`config.mk`:
```
export PLATFORM = sky130hd
export DESIGN_NAME = rca_calendar_alarm
export DESIGN_NICKNAME = d
export VERILOG_FILES = /design/src/rca_pkg.sv /design/src/rca_calendar_alarm.sv /design/src/rca_bcd_digit.sv
export SDC_FILE = /design/constraint.sdc
export NUM_CORES = 1
export LEC_CHECK = 0
export BUFFER_PORTS_ARGS = -buffer_cell sky130_fd_sc_hd__buf_2
export CAP_MARGIN = 0
export CORE_ASPECT_RATIO = 1.75
export CORE_MARGIN = 4
export CORE_UTILIZATION = 40
export CTS_CLUSTER_SIZE = 30
export DETAILED_ROUTE_END_ITERATION = 10
export SYNTH_ARGS = -nofsm -noshare
export SYNTH_HDL_FRONTEND = slang
export SYNTH_SLANG_ARGS = --single-unit
```
`constraint.sdc`:
```
create_clock -name clk -period 5.21 [get_ports clk]
set_input_delay 1.042 -clock clk [delete_from_list [all_inputs] [get_ports clk]]
set_output_delay 1.042 -clock clk [all_outputs]
set_load 0.05 [all_outputs]
```
`src/rca_pkg.sv`:
```
/*
 * rca_pkg: register offsets, field positions and reset values for the
 * calendar and alarm register block of the real-time clock.
 * Assumes a byte-wide register port with a 4-bit address from the serial front end.
 */
package rca_pkg;
    // ----------------------------------------------------------------
    // register offsets
    // ----------------------------------------------------------------
    localparam logic [3:0] RCA_OFF_SEC = 4'h2;
    localparam logic [3:0] RCA_OFF_MIN = 4'h3;
    localparam logic [3:0] RCA_OFF_HR = 4'h4;
    localparam logic [3:0] RCA_OFF_DATE = 4'h5;
    localparam logic [3:0] RCA_OFF_DOW = 4'h6;
    localparam logic [3:0] RCA_OFF_MONTH = 4'h7;
    localparam logic [3:0] RCA_OFF_YEAR = 4'h8;
    localparam logic [3:0] RCA_OFF_AMIN = 4'h9;
    localparam logic [3:0] RCA_OFF_AHR = 4'hA;
    localparam logic [3:0] RCA_OFF_ADATE = 4'hB;
    localparam logic [3:0] RCA_OFF_ADOW = 4'hC;
    // ----------------------------------------------------------------
    // field positions and masks
    // ----------------------------------------------------------------
    localparam int RCA_MATCH_DISABLE_BIT = 7;
    localparam int RCA_AFTERNOON_BIT = 5;
    localparam logic [7:0] RCA_MASK_DOW = 8'h07;
    localparam logic [7:0] RCA_MASK_MONTH = 8'h1F;
    localparam logic [7:0] RCA_MASK_AMIN = 8'hFF;
    localparam logic [7:0] RCA_MASK_AHR = 8'hBF;
    localparam logic [7:0] RCA_MASK_ADATE = 8'hBF;
    localparam logic [7:0] RCA_MASK_ADOW = 8'h87;
    // ----------------------------------------------------------------
    // reset values and weekday wrap point
    // ----------------------------------------------------------------
    localparam logic [7:0] RCA_RST_SEC = 8'h00;
    localparam logic [7:0] RCA_RST_MIN = 8'h00;
    localparam logic [7:0] RCA_RST_HR = 8'h00;
    localparam logic [7:0] RCA_RST_DATE = 8'h01;
    localparam logic [7:0] RCA_RST_DOW = 8'h00;
    localparam logic [7:0] RCA_RST_MONTH = 8'h01;
    localparam logic [7:0] RCA_RST_YEAR = 8'h00;
    localparam logic [7:0] RCA_RST_ALARM = 8'h80;
    localparam logic [2:0] RCA_DOW_LAST = 3'h6;
endpackage : rca_pkg

```
`src/rca_calendar_alarm.sv`:
```
/*
 * rca_calendar_alarm: time and calendar counters, access freeze with one
 * deferred tick, and alarm compare with a match flag.
 * Assumes tick_1hz, access_active and the register strobes come from logic on clk.
 */
//Behaviour
//[RULE_01] weekday is three bits, upper five read zero
//[RULE_02] weekday counts zero to six cyclically
//[RULE_03] month in bcd at 07h
//[RULE_04] year in bcd at 08h
//[RULE_05] counters frozen while host access runs
//[RULE_06] one tick held and applied after access
//[RULE_07] host finishes each access within one second
//[RULE_08] host reads all time registers in one burst
//[RULE_09] only enabled alarm fields are compared
//[RULE_10] minute alarm at 09h, disable bit reset one
//[RULE_11] hour alarm at 0Ah, bit six unused
//[RULE_12] hour alarm follows the hour format
//[RULE_13] day alarm at 0Bh, bit six unused
//[RULE_14] weekday alarm at 0Ch, bits six-three unused
//[RULE_15] format bit zero selects 24-hour mode
//[RULE_16] flag set when all enabled fields first match
//[RULE_17] persisting match does not set flag again
//[RULE_18] tick carries through to day, month, year
module rca_calendar_alarm
    import rca_pkg::*;
(
    input wire logic clk,
    input wire logic resetn,
    input wire logic clk_en,
    input wire logic tick_1hz,
    input wire logic access_active,
    input wire logic wr_en,
    input wire logic [3:0] addr,
    input wire logic [7:0] wdata,
    output logic [7:0] rdata,
    input wire logic hour_mode_12,
    input wire logic alarm_flag_clear,
    output logic alarm_match_flag,
    output logic [7:0] sec_out,
    output logic [7:0] min_out,
    output logic [7:0] hr_out,
    output logic [7:0] date_out
);
    typedef struct packed {
        logic [7:0] sec;
        logic [7:0] min;
        logic [7:0] hr;
        logic [7:0] date;
        logic [2:0] dow;
        logic [4:0] month;
        logic [7:0] year;
        logic [7:0] amin;
        logic [7:0] ahr;
        logic [7:0] adate;
        logic [7:0] adow;
        logic pending;
        logic match_prev;
        logic flag;
        logic [7:0] rdata;
    } rca_state_t;

    rca_state_t state_reg;
    rca_state_t state_next;

    // ----------------------------------------------------------------
    // counting chain
    // ----------------------------------------------------------------
    logic [7:0] sec_n, min_n, hr_n, date_n, month_n, year_n;
    logic sec_w, min_w, hr_w, date_w, month_w, year_w;
    logic [7:0] hr_last, hr_first, date_last;
    logic [7:0] hr_adv;
    logic leap;

    assign leap = (state_reg.year[4] ? (state_reg.year[3:0] == 4'h2 || state_reg.year[3:0] == 4'h6)
                                     : (state_reg.year[3:0] == 4'h0 || state_reg.year[3:0] == 4'h4
                                        || state_reg.year[3:0] == 4'h8));

    always_comb
    begin
        unique case (state_reg.month)
            5'h02: date_last = leap ? 8'h29 : 8'h28;
            5'h04, 5'h06, 5'h09, 5'h11: date_last = 8'h30;
            default: date_last = 8'h31;
        endcase
        if (hour_mode_12) // see [RULE_15]
        begin
            hr_last = 8'h12;
            hr_first = 8'h01;
        end
        else
        begin
            hr_last = 8'h23;
            hr_first = 8'h00;
        end
    end

    rca_bcd_digit u_sec (.cur(state_reg.sec), .last(8'h59), .first(8'h00), .nxt(sec_n),
                         .wrap(sec_w));
    rca_bcd_digit u_min (.cur(state_reg.min), .last(8'h59), .first(8'h00), .nxt(min_n),
                         .wrap(min_w));
    rca_bcd_digit u_hr (.cur({3'h0, state_reg.hr[4:0]} & (hour_mode_12 ? 8'h1F : 8'h3F)
                              | (hour_mode_12 ? 8'h00 : {2'h0, state_reg.hr[5], 5'h00})),
                        .last(hr_last), .first(hr_first), .nxt(hr_n), .wrap(hr_w));
    rca_bcd_digit u_date (.cur(state_reg.date), .last(date_last), .first(8'h01), .nxt(date_n),
                          .wrap(date_w));
    rca_bcd_digit u_month (.cur({3'h0, state_reg.month}), .last(8'h12), .first(8'h01),
                           .nxt(month_n), .wrap(month_w));
    rca_bcd_digit u_year (.cur(state_reg.year), .last(8'h99), .first(8'h00), .nxt(year_n),
                          .wrap(year_w));

    // 12-hour mode: 11->12 flips afternoon and ends the day only when leaving 11 pm; 12->01 does neither
    logic day_carry;
    always_comb
    begin
        if (hour_mode_12)
        begin
            hr_adv = {2'h0, state_reg.hr[RCA_AFTERNOON_BIT] ^ (state_reg.hr[4:0] == 5'h11),
                      hr_n[4:0]};
            day_carry = (state_reg.hr[5:0] == 6'h31);
        end
        else
        begin
            hr_adv = hr_n;
            day_carry = hr_w;
        end
    end

    // ----------------------------------------------------------------
    // alarm compare
    // ----------------------------------------------------------------
    logic match_now;
    logic hr_hit;
    // bit 5 is pm in 12-hour mode and a tens bit in 24-hour mode, so one compare covers both
    assign hr_hit = (state_reg.ahr[5:0] == state_reg.hr[5:0]); // see [RULE_12]
    assign match_now = !(state_reg.amin[7] & state_reg.ahr[7] & state_reg.adate[7]
                         & state_reg.adow[7])
        && (state_reg.amin[7] || state_reg.amin[6:0] == state_reg.min[6:0]) // see [RULE_09]
        && (state_reg.ahr[7] || hr_hit)
        && (state_reg.adate[7] || state_reg.adate[5:0] == state_reg.date[5:0])
        && (state_reg.adow[7] || state_reg.adow[2:0] == state_reg.dow);

    logic step;
    assign step = !access_active && (tick_1hz || state_reg.pending); // see [RULE_06]

    always_comb
    begin
        state_next = state_reg;
        // see [RULE_05]
        if (access_active && tick_1hz)
            state_next.pending = 1'b1; // see [RULE_06]
        if (step)
        begin
            state_next.pending = 1'b0;
            state_next.sec = {state_reg.sec[7], sec_n[6:0]}; // see [RULE_18]
            if (sec_w)
            begin
                state_next.min = min_n;
                if (min_w)
                begin
                    state_next.hr = hr_adv;
                    if (day_carry)
                    begin
                        state_next.dow = (state_reg.dow == RCA_DOW_LAST) ? 3'h0
                                         : state_reg.dow + 3'h1; // see [RULE_02]
                        state_next.date = date_n;
                        if (date_w)
                        begin
                            state_next.month = month_n[4:0]; // see [RULE_03]
                            if (month_w)
                                state_next.year = year_n; // see [RULE_04]
                        end
                    end
                end
            end
        end
        if (wr_en)
        begin
            unique case (addr)
                RCA_OFF_SEC: state_next.sec = wdata;
                RCA_OFF_MIN: state_next.min = wdata & 8'h7F;
                RCA_OFF_HR: state_next.hr = wdata & 8'h3F;
                RCA_OFF_DATE: state_next.date = wdata & 8'h3F;
                RCA_OFF_DOW: state_next.dow = wdata[2:0]; // see [RULE_01]
                RCA_OFF_MONTH: state_next.month = wdata[4:0]; // see [RULE_03]
                RCA_OFF_YEAR: state_next.year = wdata; // see [RULE_04]
                RCA_OFF_AMIN: state_next.amin = wdata & RCA_MASK_AMIN; // see [RULE_10]
                RCA_OFF_AHR: state_next.ahr = wdata & RCA_MASK_AHR; // see [RULE_11]
                RCA_OFF_ADATE: state_next.adate = wdata & RCA_MASK_ADATE; // see [RULE_13]
                RCA_OFF_ADOW: state_next.adow = wdata & RCA_MASK_ADOW; // see [RULE_14]
                default: ;
            endcase
        end
        unique case (addr)
            RCA_OFF_SEC: state_next.rdata = state_reg.sec;
            RCA_OFF_MIN: state_next.rdata = state_reg.min;
            RCA_OFF_HR: state_next.rdata = state_reg.hr;
            RCA_OFF_DATE: state_next.rdata = state_reg.date;
            RCA_OFF_DOW: state_next.rdata = {5'h00, state_reg.dow}; // see [RULE_01]
            RCA_OFF_MONTH: state_next.rdata = {3'h0, state_reg.month};
            RCA_OFF_YEAR: state_next.rdata = state_reg.year;
            RCA_OFF_AMIN: state_next.rdata = state_reg.amin;
            RCA_OFF_AHR: state_next.rdata = state_reg.ahr;
            RCA_OFF_ADATE: state_next.rdata = state_reg.adate;
            RCA_OFF_ADOW: state_next.rdata = state_reg.adow;
            default: state_next.rdata = 8'h00;
        endcase
        // rising edge of the match only, so a lingering match cannot re-arm
        state_next.match_prev = match_now;
        if (alarm_flag_clear)
            state_next.flag = 1'b0;
        if (match_now && !state_reg.match_prev)
            state_next.flag = 1'b1; // see [RULE_16] [RULE_17]
    end

    always_ff @(posedge clk or negedge resetn)
    begin
        if (!resetn)
        begin
            state_reg <= '{sec: RCA_RST_SEC, min: RCA_RST_MIN, hr: RCA_RST_HR,
                           date: RCA_RST_DATE, dow: RCA_RST_DOW[2:0],
                           month: RCA_RST_MONTH[4:0], year: RCA_RST_YEAR,
                           amin: RCA_RST_ALARM, ahr: RCA_RST_ALARM, adate: RCA_RST_ALARM,
                           adow: RCA_RST_ALARM, pending: 1'b0, match_prev: 1'b0,
                           flag: 1'b0, rdata: 8'h00}; // see [RULE_10] [RULE_15]
        end
        else if (clk_en)
            state_reg <= state_next;
    end

    assign rdata = state_reg.rdata;
    assign alarm_match_flag = state_reg.flag;
    assign sec_out = state_reg.sec;
    assign min_out = state_reg.min;
    assign hr_out = state_reg.hr;
    assign date_out = state_reg.date;

    // ----------------------------------------------------------------
    // assertions
    // ----------------------------------------------------------------
    property p_frozen;
        @(posedge clk) disable iff (!resetn)
        (clk_en && access_active && !wr_en) |=> $stable(state_reg.year)
            && $stable(state_reg.dow) && $stable(state_reg.min);
    endproperty
    a_frozen: assert property (p_frozen) else $error("counter moved during access"); // see [RULE_05]

    property p_pending;
        @(posedge clk) disable iff (!resetn)
        (clk_en && access_active && tick_1hz) |=> state_reg.pending;
    endproperty
    a_pending: assert property (p_pending) else $error("tick not held"); // see [RULE_06]

    property p_release;
        @(posedge clk) disable iff (!resetn)
        (clk_en && state_reg.pending && !access_active && !wr_en) |=> !state_reg.pending
            && state_reg.sec != $past(state_reg.sec);
    endproperty
    a_release: assert property (p_release) else $error("held tick lost"); // see [RULE_06]

    property p_dow_range;
        @(posedge clk) disable iff (!resetn)
        (clk_en && state_reg.dow == 3'h6 && step && sec_w && min_w && day_carry && !wr_en)
            |=> state_reg.dow == 3'h0;
    endproperty
    a_dow_range: assert property (p_dow_range) else $error("weekday no wrap"); // see [RULE_02]

    property p_dow_read;
        @(posedge clk) disable iff (!resetn)
        (clk_en && addr == RCA_OFF_DOW) |=> state_reg.rdata[7:3] == 5'h00;
    endproperty
    a_dow_read: assert property (p_dow_read) else $error("weekday high bits set"); // see [RULE_01]

    property p_flag_set;
        @(posedge clk) disable iff (!resetn)
        (clk_en && match_now && !state_reg.match_prev) |=> alarm_match_flag;
    endproperty
    a_flag_set: assert property (p_flag_set) else $error("flag not set"); // see [RULE_16]

    property p_no_reset_flag;
        @(posedge clk) disable iff (!resetn)
        (clk_en && alarm_flag_clear && state_reg.match_prev && match_now) |=> !alarm_match_flag;
    endproperty
    a_no_reset_flag: assert property (p_no_reset_flag) else $error("flag re-set"); // see [RULE_17]

    property p_disabled;
        @(posedge clk) disable iff (!resetn)
        (clk_en && !alarm_match_flag && state_reg.amin[7] && state_reg.ahr[7]
            && state_reg.adate[7] && state_reg.adow[7]) |=> !alarm_match_flag;
    endproperty
    a_disabled: assert property (p_disabled) else $error("disabled alarm matched"); // see [RULE_09]

    property p_year_wr;
        @(posedge clk) disable iff (!resetn)
        (clk_en && wr_en && addr == RCA_OFF_YEAR) |=> state_reg.year == $past(wdata);
    endproperty
    a_year_wr: assert property (p_year_wr) else $error("year write lost"); // see [RULE_04]

    c_hold: cover property (@(posedge clk) disable iff (!resetn)
        access_active && tick_1hz ##1 !access_active);
    c_alarm: cover property (@(posedge clk) disable iff (!resetn) $rose(alarm_match_flag));
    c_year: cover property (@(posedge clk) disable iff (!resetn) step && month_w && date_w);
endmodule : rca_calendar_alarm

```
`src/rca_bcd_digit.sv`:
```
/*
 * rca_bcd_digit: one two-digit bcd counter step with a programmable
 * wrap point. Pure combinational; caller holds the state.
 * Assumes inputs are valid bcd; out-of-range values give unpredictable counts.
 */
module rca_bcd_digit
    import rca_pkg::*;
(
    input wire logic [7:0] cur,
    input wire logic [7:0] last,
    input wire logic [7:0] first,
    output logic [7:0] nxt,
    output logic wrap
);
    always_comb
    begin
        wrap = (cur == last);
        if (wrap)
            nxt = first;
        else if (cur[3:0] == 4'h9)
            nxt = {cur[7:4] + 4'h1, 4'h0};
        else
            nxt = {cur[7:4], cur[3:0] + 4'h1};
    end
endmodule : rca_bcd_digit

```
==> metrics.yaml, run 1 <==
run_status:
  outcome: "finished, final reports clean"
floorplanning:
  dieArea_um2: 18300
  num_rows: 61
  start_util: 0.407
  core_um2: 15900
  io_pins: 61
  die_h_um: 176
  die_width_um: 104
global_route:
  grt_pass1_vias: 5868
  grt_first_pass_wirelength_mm: 34.0
  grt_max_degree: 70
  overflow: 0
  grt.total_usage: 0.240
  antenna_found_initial: 0
critical_path:
  start_kind: "input pin"
  critPathTopFamily: "simple AND/OR/NAND/NOR gates"
  crit_type: "input pin to flip-flop"
  r2r-start: "sec_out[5]"
  cpMaxStageDelayCell: "nand4_1"
  timing.rr.end: "state_reg[45]"
  cp_slowest_stage_delay_ps: 600
  crit_arrival_ps: 3490
  cp-startpoint: "access_active"
  endpoint_kind: "flip-flop"
  crit_required_ps: 5470
  r2r_cells: 8
  critPathBufInv: 1
  r2r_slack_ps: 2060
  cp_cell_sequence: "buf_2 > o21ba_2 > nand3_1 > nor3_4 > nand4_1 > or3_1 > a211oi_1"
  path_max_fanout: 17
pwr:
  p_sw_mw: 1.04
  comb_power_share: 0.316
  seq_power_share: 0.406
  report.power.total_mw: 2.52
  p_per_area_nw_per_um2: 371
  vdd_ir_drop_max_mv: 0.194
  leakage_nw: 2.86
  cell_internal_pwr_mw: 1.49
  switching_share: 0.411
  pwr-share-clk: 0.278
synthesis:
  yosys_warnings: 0
  ys_types: 76
  async_reset_ff_frac: 1.00
  synth_top_cell_area_share: 0.306
  synth-seq-cells: 85
  synth_area_per_cell_um2: 8.49
  yosysSeqAreaShare: 0.330
  yosysMostFrequentCell: "dfrtp_1"
  synth_edf_count: 0
  synth-main-ff-cell: "dfrtp_1"
  syn_inst: 761
  ys_top_cells_by_count: "79 x dfrtp_1, 67 x nand2_1, 52 x o21ai_0, 48 x a21oi_1, 44 x buf_4"
  synth_fp_nets: 797
  synth_area_leaders: "dfrtp_1 31%, mux2_2 5.6%, buf_4 5.1%"
  syn_area_um2: 6460
  synth_top_area_cell: "dfrtp_1"
place:
  hpwl_mm: 16.2
  routabilityCongestion: 0.987
  portBuffers: 60
  dpl_cell_area_um2: 6470
cts:
  cts_made_buffers: 9
  ctsResizeCount: 0
  cts_hold_buf: 0
  cts-root-buf: "clkbuf_16"
  insertion_delay_ps: 350
  postCtsSetupBuffers: 0
  path_clk_slew_ps: 70
  cts_htree_levels: 3
  clock_sinks: 85
  clk_path_buf_depth: 2
  cts_tree: "built"
finish:
  nFillCells: 1587
  largest_reg_flops: 44
  syn_to_final_growth_pct: 5.09
  drive_above_1_share: 0.178
  nNetsFinal: 778
  antennaDiodeCount: 0
  design_area_um2: 6790
min_path:
  hold_depth: 1
  hold_path_class: "flip-flop to flip-flop"
  hold_end: "alarm_match_flag"
  min-delay-start: "state_reg[9]"
sta:
  finalSetupViolCount: 0
  setup_tns_ps: 0
  final-hold-violation-count: 0
  rsz0062_at_grt: "no"
  max_freq_ghz: 0.310
  clock_skew_ps: 10.1
  fin_crit_sh: 0.619
  slew_viol_final: 0
  layout_min_cycle_time_ps: 3220
  max_slew_margin: 0.223
  worst_pin_slew_ps: 1160
route:
  drc: 0
  viasPerCell: 6.47
  ant_nets: 0
  wirelength_mm: 22.2
  firstDrtPassIters: 6
  first_iter_violations: 606
  vias: 6058
  wl_per_cell_um: 23.7
run:
  cap_violations: 0
worst max path at each step:
stage	to	slack, ps	depth (start not counted)
finish	state_reg[45]	1990	7
global route	state_reg[45]	1780	7
CTS	state_reg[45]	2020	7
detailed placement	state_reg[45]	1640	7
global placement	state_reg[53]	1670	7
floorplan	state_reg[53]	2480	6
layout make-up:
class                      count  area [um2]  area share
inverter                      26        97.6      0.0144
timing repair buffer          65         340      0.0501
clock inverter                 6        87.6      0.0129
clock buffer                  10         229      0.0337
multi-input combinational    555        3660       0.540
tap                          189         236      0.0348
sequential                    85        2130       0.314
cells by family after synthesis:
| group | synth area share |
|---|---|
| simple gates | 0.205 |
| compound gates | 0.229 |
| buf+inv | 0.102 |
| flops | 0.330 |
| mux | 0.0701 |
| xor+xnor | 0.0325 |
| fa+ha+maj | 0.0310 |
stage by stage:
| step | util | setup slack, ps | hold slack [ps] | std cells |
|---|---|---|---|---|
| 2_1_floorplan | - | 2480 | 435 | 761 |
| 3_5_place_dp | 0.408 | 1640 | 459 | 920 |
| 3_3_place_gp | 0.408 | 1670 | 453 | 920 |
| 6_report | 0.428 | 1990 | 472 | 936 |
| 4_1_cts | 0.428 | 2020 | 470 | 936 |
| 5_1_grt | 0.428 | 1780 | 482 | 936 |
layout by cell type, fill, tap and decap left out, drive strengths merged, types with 7 or more instances in the layout:
| master | Yosys | final |
|---|---|---|
| a22o | 14 | 14 |
| nor4 | 10 | 10 |
| ha | 16 | 16 |
| inv | 26 | 26 |
| o21ai | 54 | 54 |
| nand2 | 67 | 67 |
| clkbuf | 33 | 10 |
| nor2 | 40 | 40 |
| xnor2 | 9 | 9 |
| a31oi | 12 | 12 |
| a22oi | 15 | 15 |
| mux2 | 32 | 32 |
| o22ai | 12 | 12 |
| nand4 | 8 | 8 |
| nand3 | 30 | 30 |
| mux2i | 7 | 7 |
| nor2b | 13 | 13 |
| dfrtp | 79 | 79 |
| and3 | 11 | 11 |
| xor2 | 15 | 15 |
| nor3 | 30 | 30 |
| buf | 62 | 65 |
| o2bb2ai | 11 | 11 |
| a21oi | 48 | 48 |
power groups by stage:
stage	Combinational, mW	Sequential, mW	Clock, mW
CTS	0.796	1.02	0.714
detailed placement	0.792	1.03	0
finish	0.796	1.02	0.702
global route	0.860	1.04	0.741
global placement	0.776	1.03	0
floorplan	0.748	0.900	0
per-layer routing:
metal | GRT usage | part of all wire
met5 | 0 | 0
met4 | 0.172 | 0.076
met3 | 0.0370 | 0.056
met2 | 0.413 | 0.50
met1 | 0.270 | 0.37
No activity file was read; power rests on OpenSTA's default activity.
==> run 2: changes to the inputs <==
==> constraint.sdc (replaced) <==
create_clock -name clk -period 3.35 [get_ports clk]
set_input_delay 0.67 -clock clk [delete_from_list [all_inputs] [get_ports clk]]
set_output_delay 0.67 -clock clk [all_outputs]
set_load 0.05 [all_outputs]
==> run 2 against run 1 <==
Effect of this change:
- critical path depth stayed put
- sequential share of layout area down 0.51 points
- critical endpoint unchanged
- non-clock buffer count up 20
- largest power group unchanged
- via count up 1.8%
- clock skew decreased by 1.3 ps
- highest routed layer unchanged
- setup slack got worse by 1500 ps
==> metrics.yaml, run 2 (synthesized netlist as in run 1, its figures left out) <==
route:
  wirelength_mm: 22.8  # was 22.2 mm
  ant_nets: 0  # unchanged
  wl_per_cell_um: 23.9  # was 23.7 um
  vias: 6169  # was 6058
  firstDrtPassIters: 5  # was 6
  viasPerCell: 6.45  # was 6.47
  drc: 0  # unchanged
  first_iter_violations: 652  # was 606
sta:
  layout_min_cycle_time_ps: 2850
  slew_viol_final: 0  # unchanged
  finalSetupViolCount: 0  # unchanged
  fin_crit_sh: 0.851
  worst_pin_slew_ps: 765  # was 1160 ps
  setup_tns_ps: 0  # unchanged
  clock_skew_ps: 8.79  # was 10.1 ps
  rsz0062_at_grt: "no"  # unchanged
  max_slew_margin: 0.488  # was 0.223
  max_freq_ghz: 0.351
  final-hold-violation-count: 0  # unchanged
critical_path:
  critPathTopFamily: "simple AND/OR/NAND/NOR gates"  # unchanged
  r2r-start: "min_out[0]"  # was sec_out[5]
  crit_required_ps: 3600  # was 5470 ps
  crit_arrival_ps: 3100  # was 3490 ps
  timing.rr.end: "state_reg[45]"  # unchanged
  critPathBufInv: 0  # was 1
  start_kind: "flip-flop"  # was input pin
  crit_type: "flip-flop to flip-flop"  # was input pin to flip-flop
  r2r_cells: 7  # was 8
  r2r_slack_ps: 500  # was 2060 ps
  cp_cell_sequence: "ha_1 > and3b_1 > nand2_1 > nor3_4 > nand4_1 > or3_1 > a211oi_1"  # was buf_2 > o21ba_2 > nand3_1 > nor3_4 > nand4_1 > or3_1 > a211oi_1
  cpMaxStageDelayCell: "dfrtp_1"  # was nand4_1
  endpoint_kind: "flip-flop"  # unchanged
  cp_slowest_stage_delay_ps: 520  # was 600 ps
  path_max_fanout: 11  # was 17
finish:
  design_area_um2: 6900  # was 6790 um2
  nNetsFinal: 798  # was 778
  drive_above_1_share: 0.196  # was 0.178
  largest_reg_flops: 44  # unchanged
  syn_to_final_growth_pct: 6.84  # was 5.09%
  mostFrequentLayoutCell: "dfrtp_1"  # unchanged
  antennaDiodeCount: 0  # unchanged
  final_util: 0.435  # was 0.428
  final_cell_mix: "79 x dfrtp_1, 67 x nand2_1, 59 x buf_2"  # unchanged
cts:
  path_clk_slew_ps: 60  # was 70 ps
  clk_path_buf_depth: 2  # unchanged
  cts_hold_buf: 0  # unchanged
  cts_made_buffers: 9  # unchanged
  postCtsSetupBuffers: 0  # unchanged
  cts_tree: "built"  # unchanged
  cts_htree_levels: 3  # unchanged
  ctsResizeCount: 0  # unchanged
  insertion_delay_ps: 340  # was 350 ps
  cts-root-buf: "clkbuf_16"  # unchanged
  clock_sinks: 85  # unchanged
pwr:
  switching_share: 0.420  # was 0.411
  cell_internal_pwr_mw: 2.20  # was 1.49 mW
  pwr-share-clk: 0.246  # was 0.278
  leakage_nw: 2.94  # was 2.86 nW
  vdd_ir_drop_max_mv: 0.247  # was 0.194 mV
  comb_power_share: 0.341  # was 0.316
  seq_power_share: 0.413  # was 0.406
  p_sw_mw: 1.60  # was 1.04 mW
  p_per_area_nw_per_um2: 550  # was 371 nW/um2
global_route:
  grt_first_pass_wirelength_mm: 34.8  # was 34.0 mm
  antenna_found_initial: 0  # unchanged
  overflow: 0  # unchanged
  grt.total_usage: 0.245  # was 0.240
  grt_pass1_vias: 5973  # was 5868
  grt_max_degree: 46  # was 70
place:
  routabilityCongestion: 1.01  # was 0.987
  dpl_cell_area_um2: 6640  # was 6470 um2
  hpwl_mm: 17.0  # was 16.2 mm
  portBuffers: 60  # unchanged
floorplanning:
  die_width_um: 104  # unchanged
  dieArea_um2: 18300  # unchanged
  start_util: 0.407  # unchanged
  num_rows: 61  # unchanged
  io_pins: 61  # unchanged
  die_h_um: 176  # unchanged
  core_um2: 15900  # unchanged
min_path:
  hold_path_class: "input pin to async pin"  # was flip-flop to flip-flop
run:
  cap_violations: 0  # unchanged
run_status:
  outcome: "finished, final reports clean"  # unchanged
[run 2: area by class of cell]
| cell class | instances | area (um2) |
|---|---|---|
| multi-input combinational | 555 | 3660 |
| sequential | 85 | 2130 |
| timing repair buffer | 85 | 503 |
| tap | 189 | 236 |
| clock inverter | 2 | 12.5 |
| fill | 1652 | 8970 |
| inverter | 26 | 97.6 |
| clock buffer | 14 | 254 |
[run 2: how the worst max path moves through the flow]
stage	slack, ps	end	start	cells after the start
2_1_floorplan	990	state_reg[53]	access_active	6
3_3_place_gp	460	state_reg[45]	hour_mode_12	7
3_5_place_dp	410	state_reg[45]	hour_mode_12	7
4_1_cts	520	state_reg[45]	sec_out[0]	7
5_1_grt	290	state_reg[46]	min_out[1]	8
6_report	500	state_reg[45]	min_out[0]	7
[run 2: stage by stage]
| stage | worst slack [ps] | cells | power (mW) | hold WS, ps |
|---|---|---|---|---|
| 2_1_floorplan | 994 | 761 | 2.56 | 374 |
| 3_5_place_dp | 406 | 940 | 2.86 | 464 |
| 3_3_place_gp | 460 | 940 | 2.83 | 453 |
| 4_1_cts | 519 | 956 | 3.80 | 345 |
| 6_report | 498 | 956 | 3.80 | 311 |
| 5_1_grt | 287 | 956 | 3.97 | 364 |
[run 2: worst register-to-register path: cells and delay by family, from the launching register on]
family,cells,cell delay (ps)
adder cells (fa/ha/maj),1,230
flip-flops,1,520
AO/OA/AOI/OAI,1,230
AND/OR/NAND/NOR,5,1780
[run 2: power groups by stage]
stage | clock (mW) | combinational (mW) | sequential [mW]
floorplan | 0 | 1.16 | 1.40
global placement | 0 | 1.27 | 1.57
detailed placement | 0 | 1.29 | 1.58
CTS | 0.944 | 1.30 | 1.56
global route | 0.984 | 1.40 | 1.59
finish | 0.933 | 1.29 | 1.57
[run 2: layer usage]
metal  vias up  routed length, um  global-route usage
met2       328              11500               0.433
met1      2983               8340               0.271
met3        96               1340              0.0348
met5         -                  0                   0
li1       2762                  -                   -
met4         0               1660               0.167
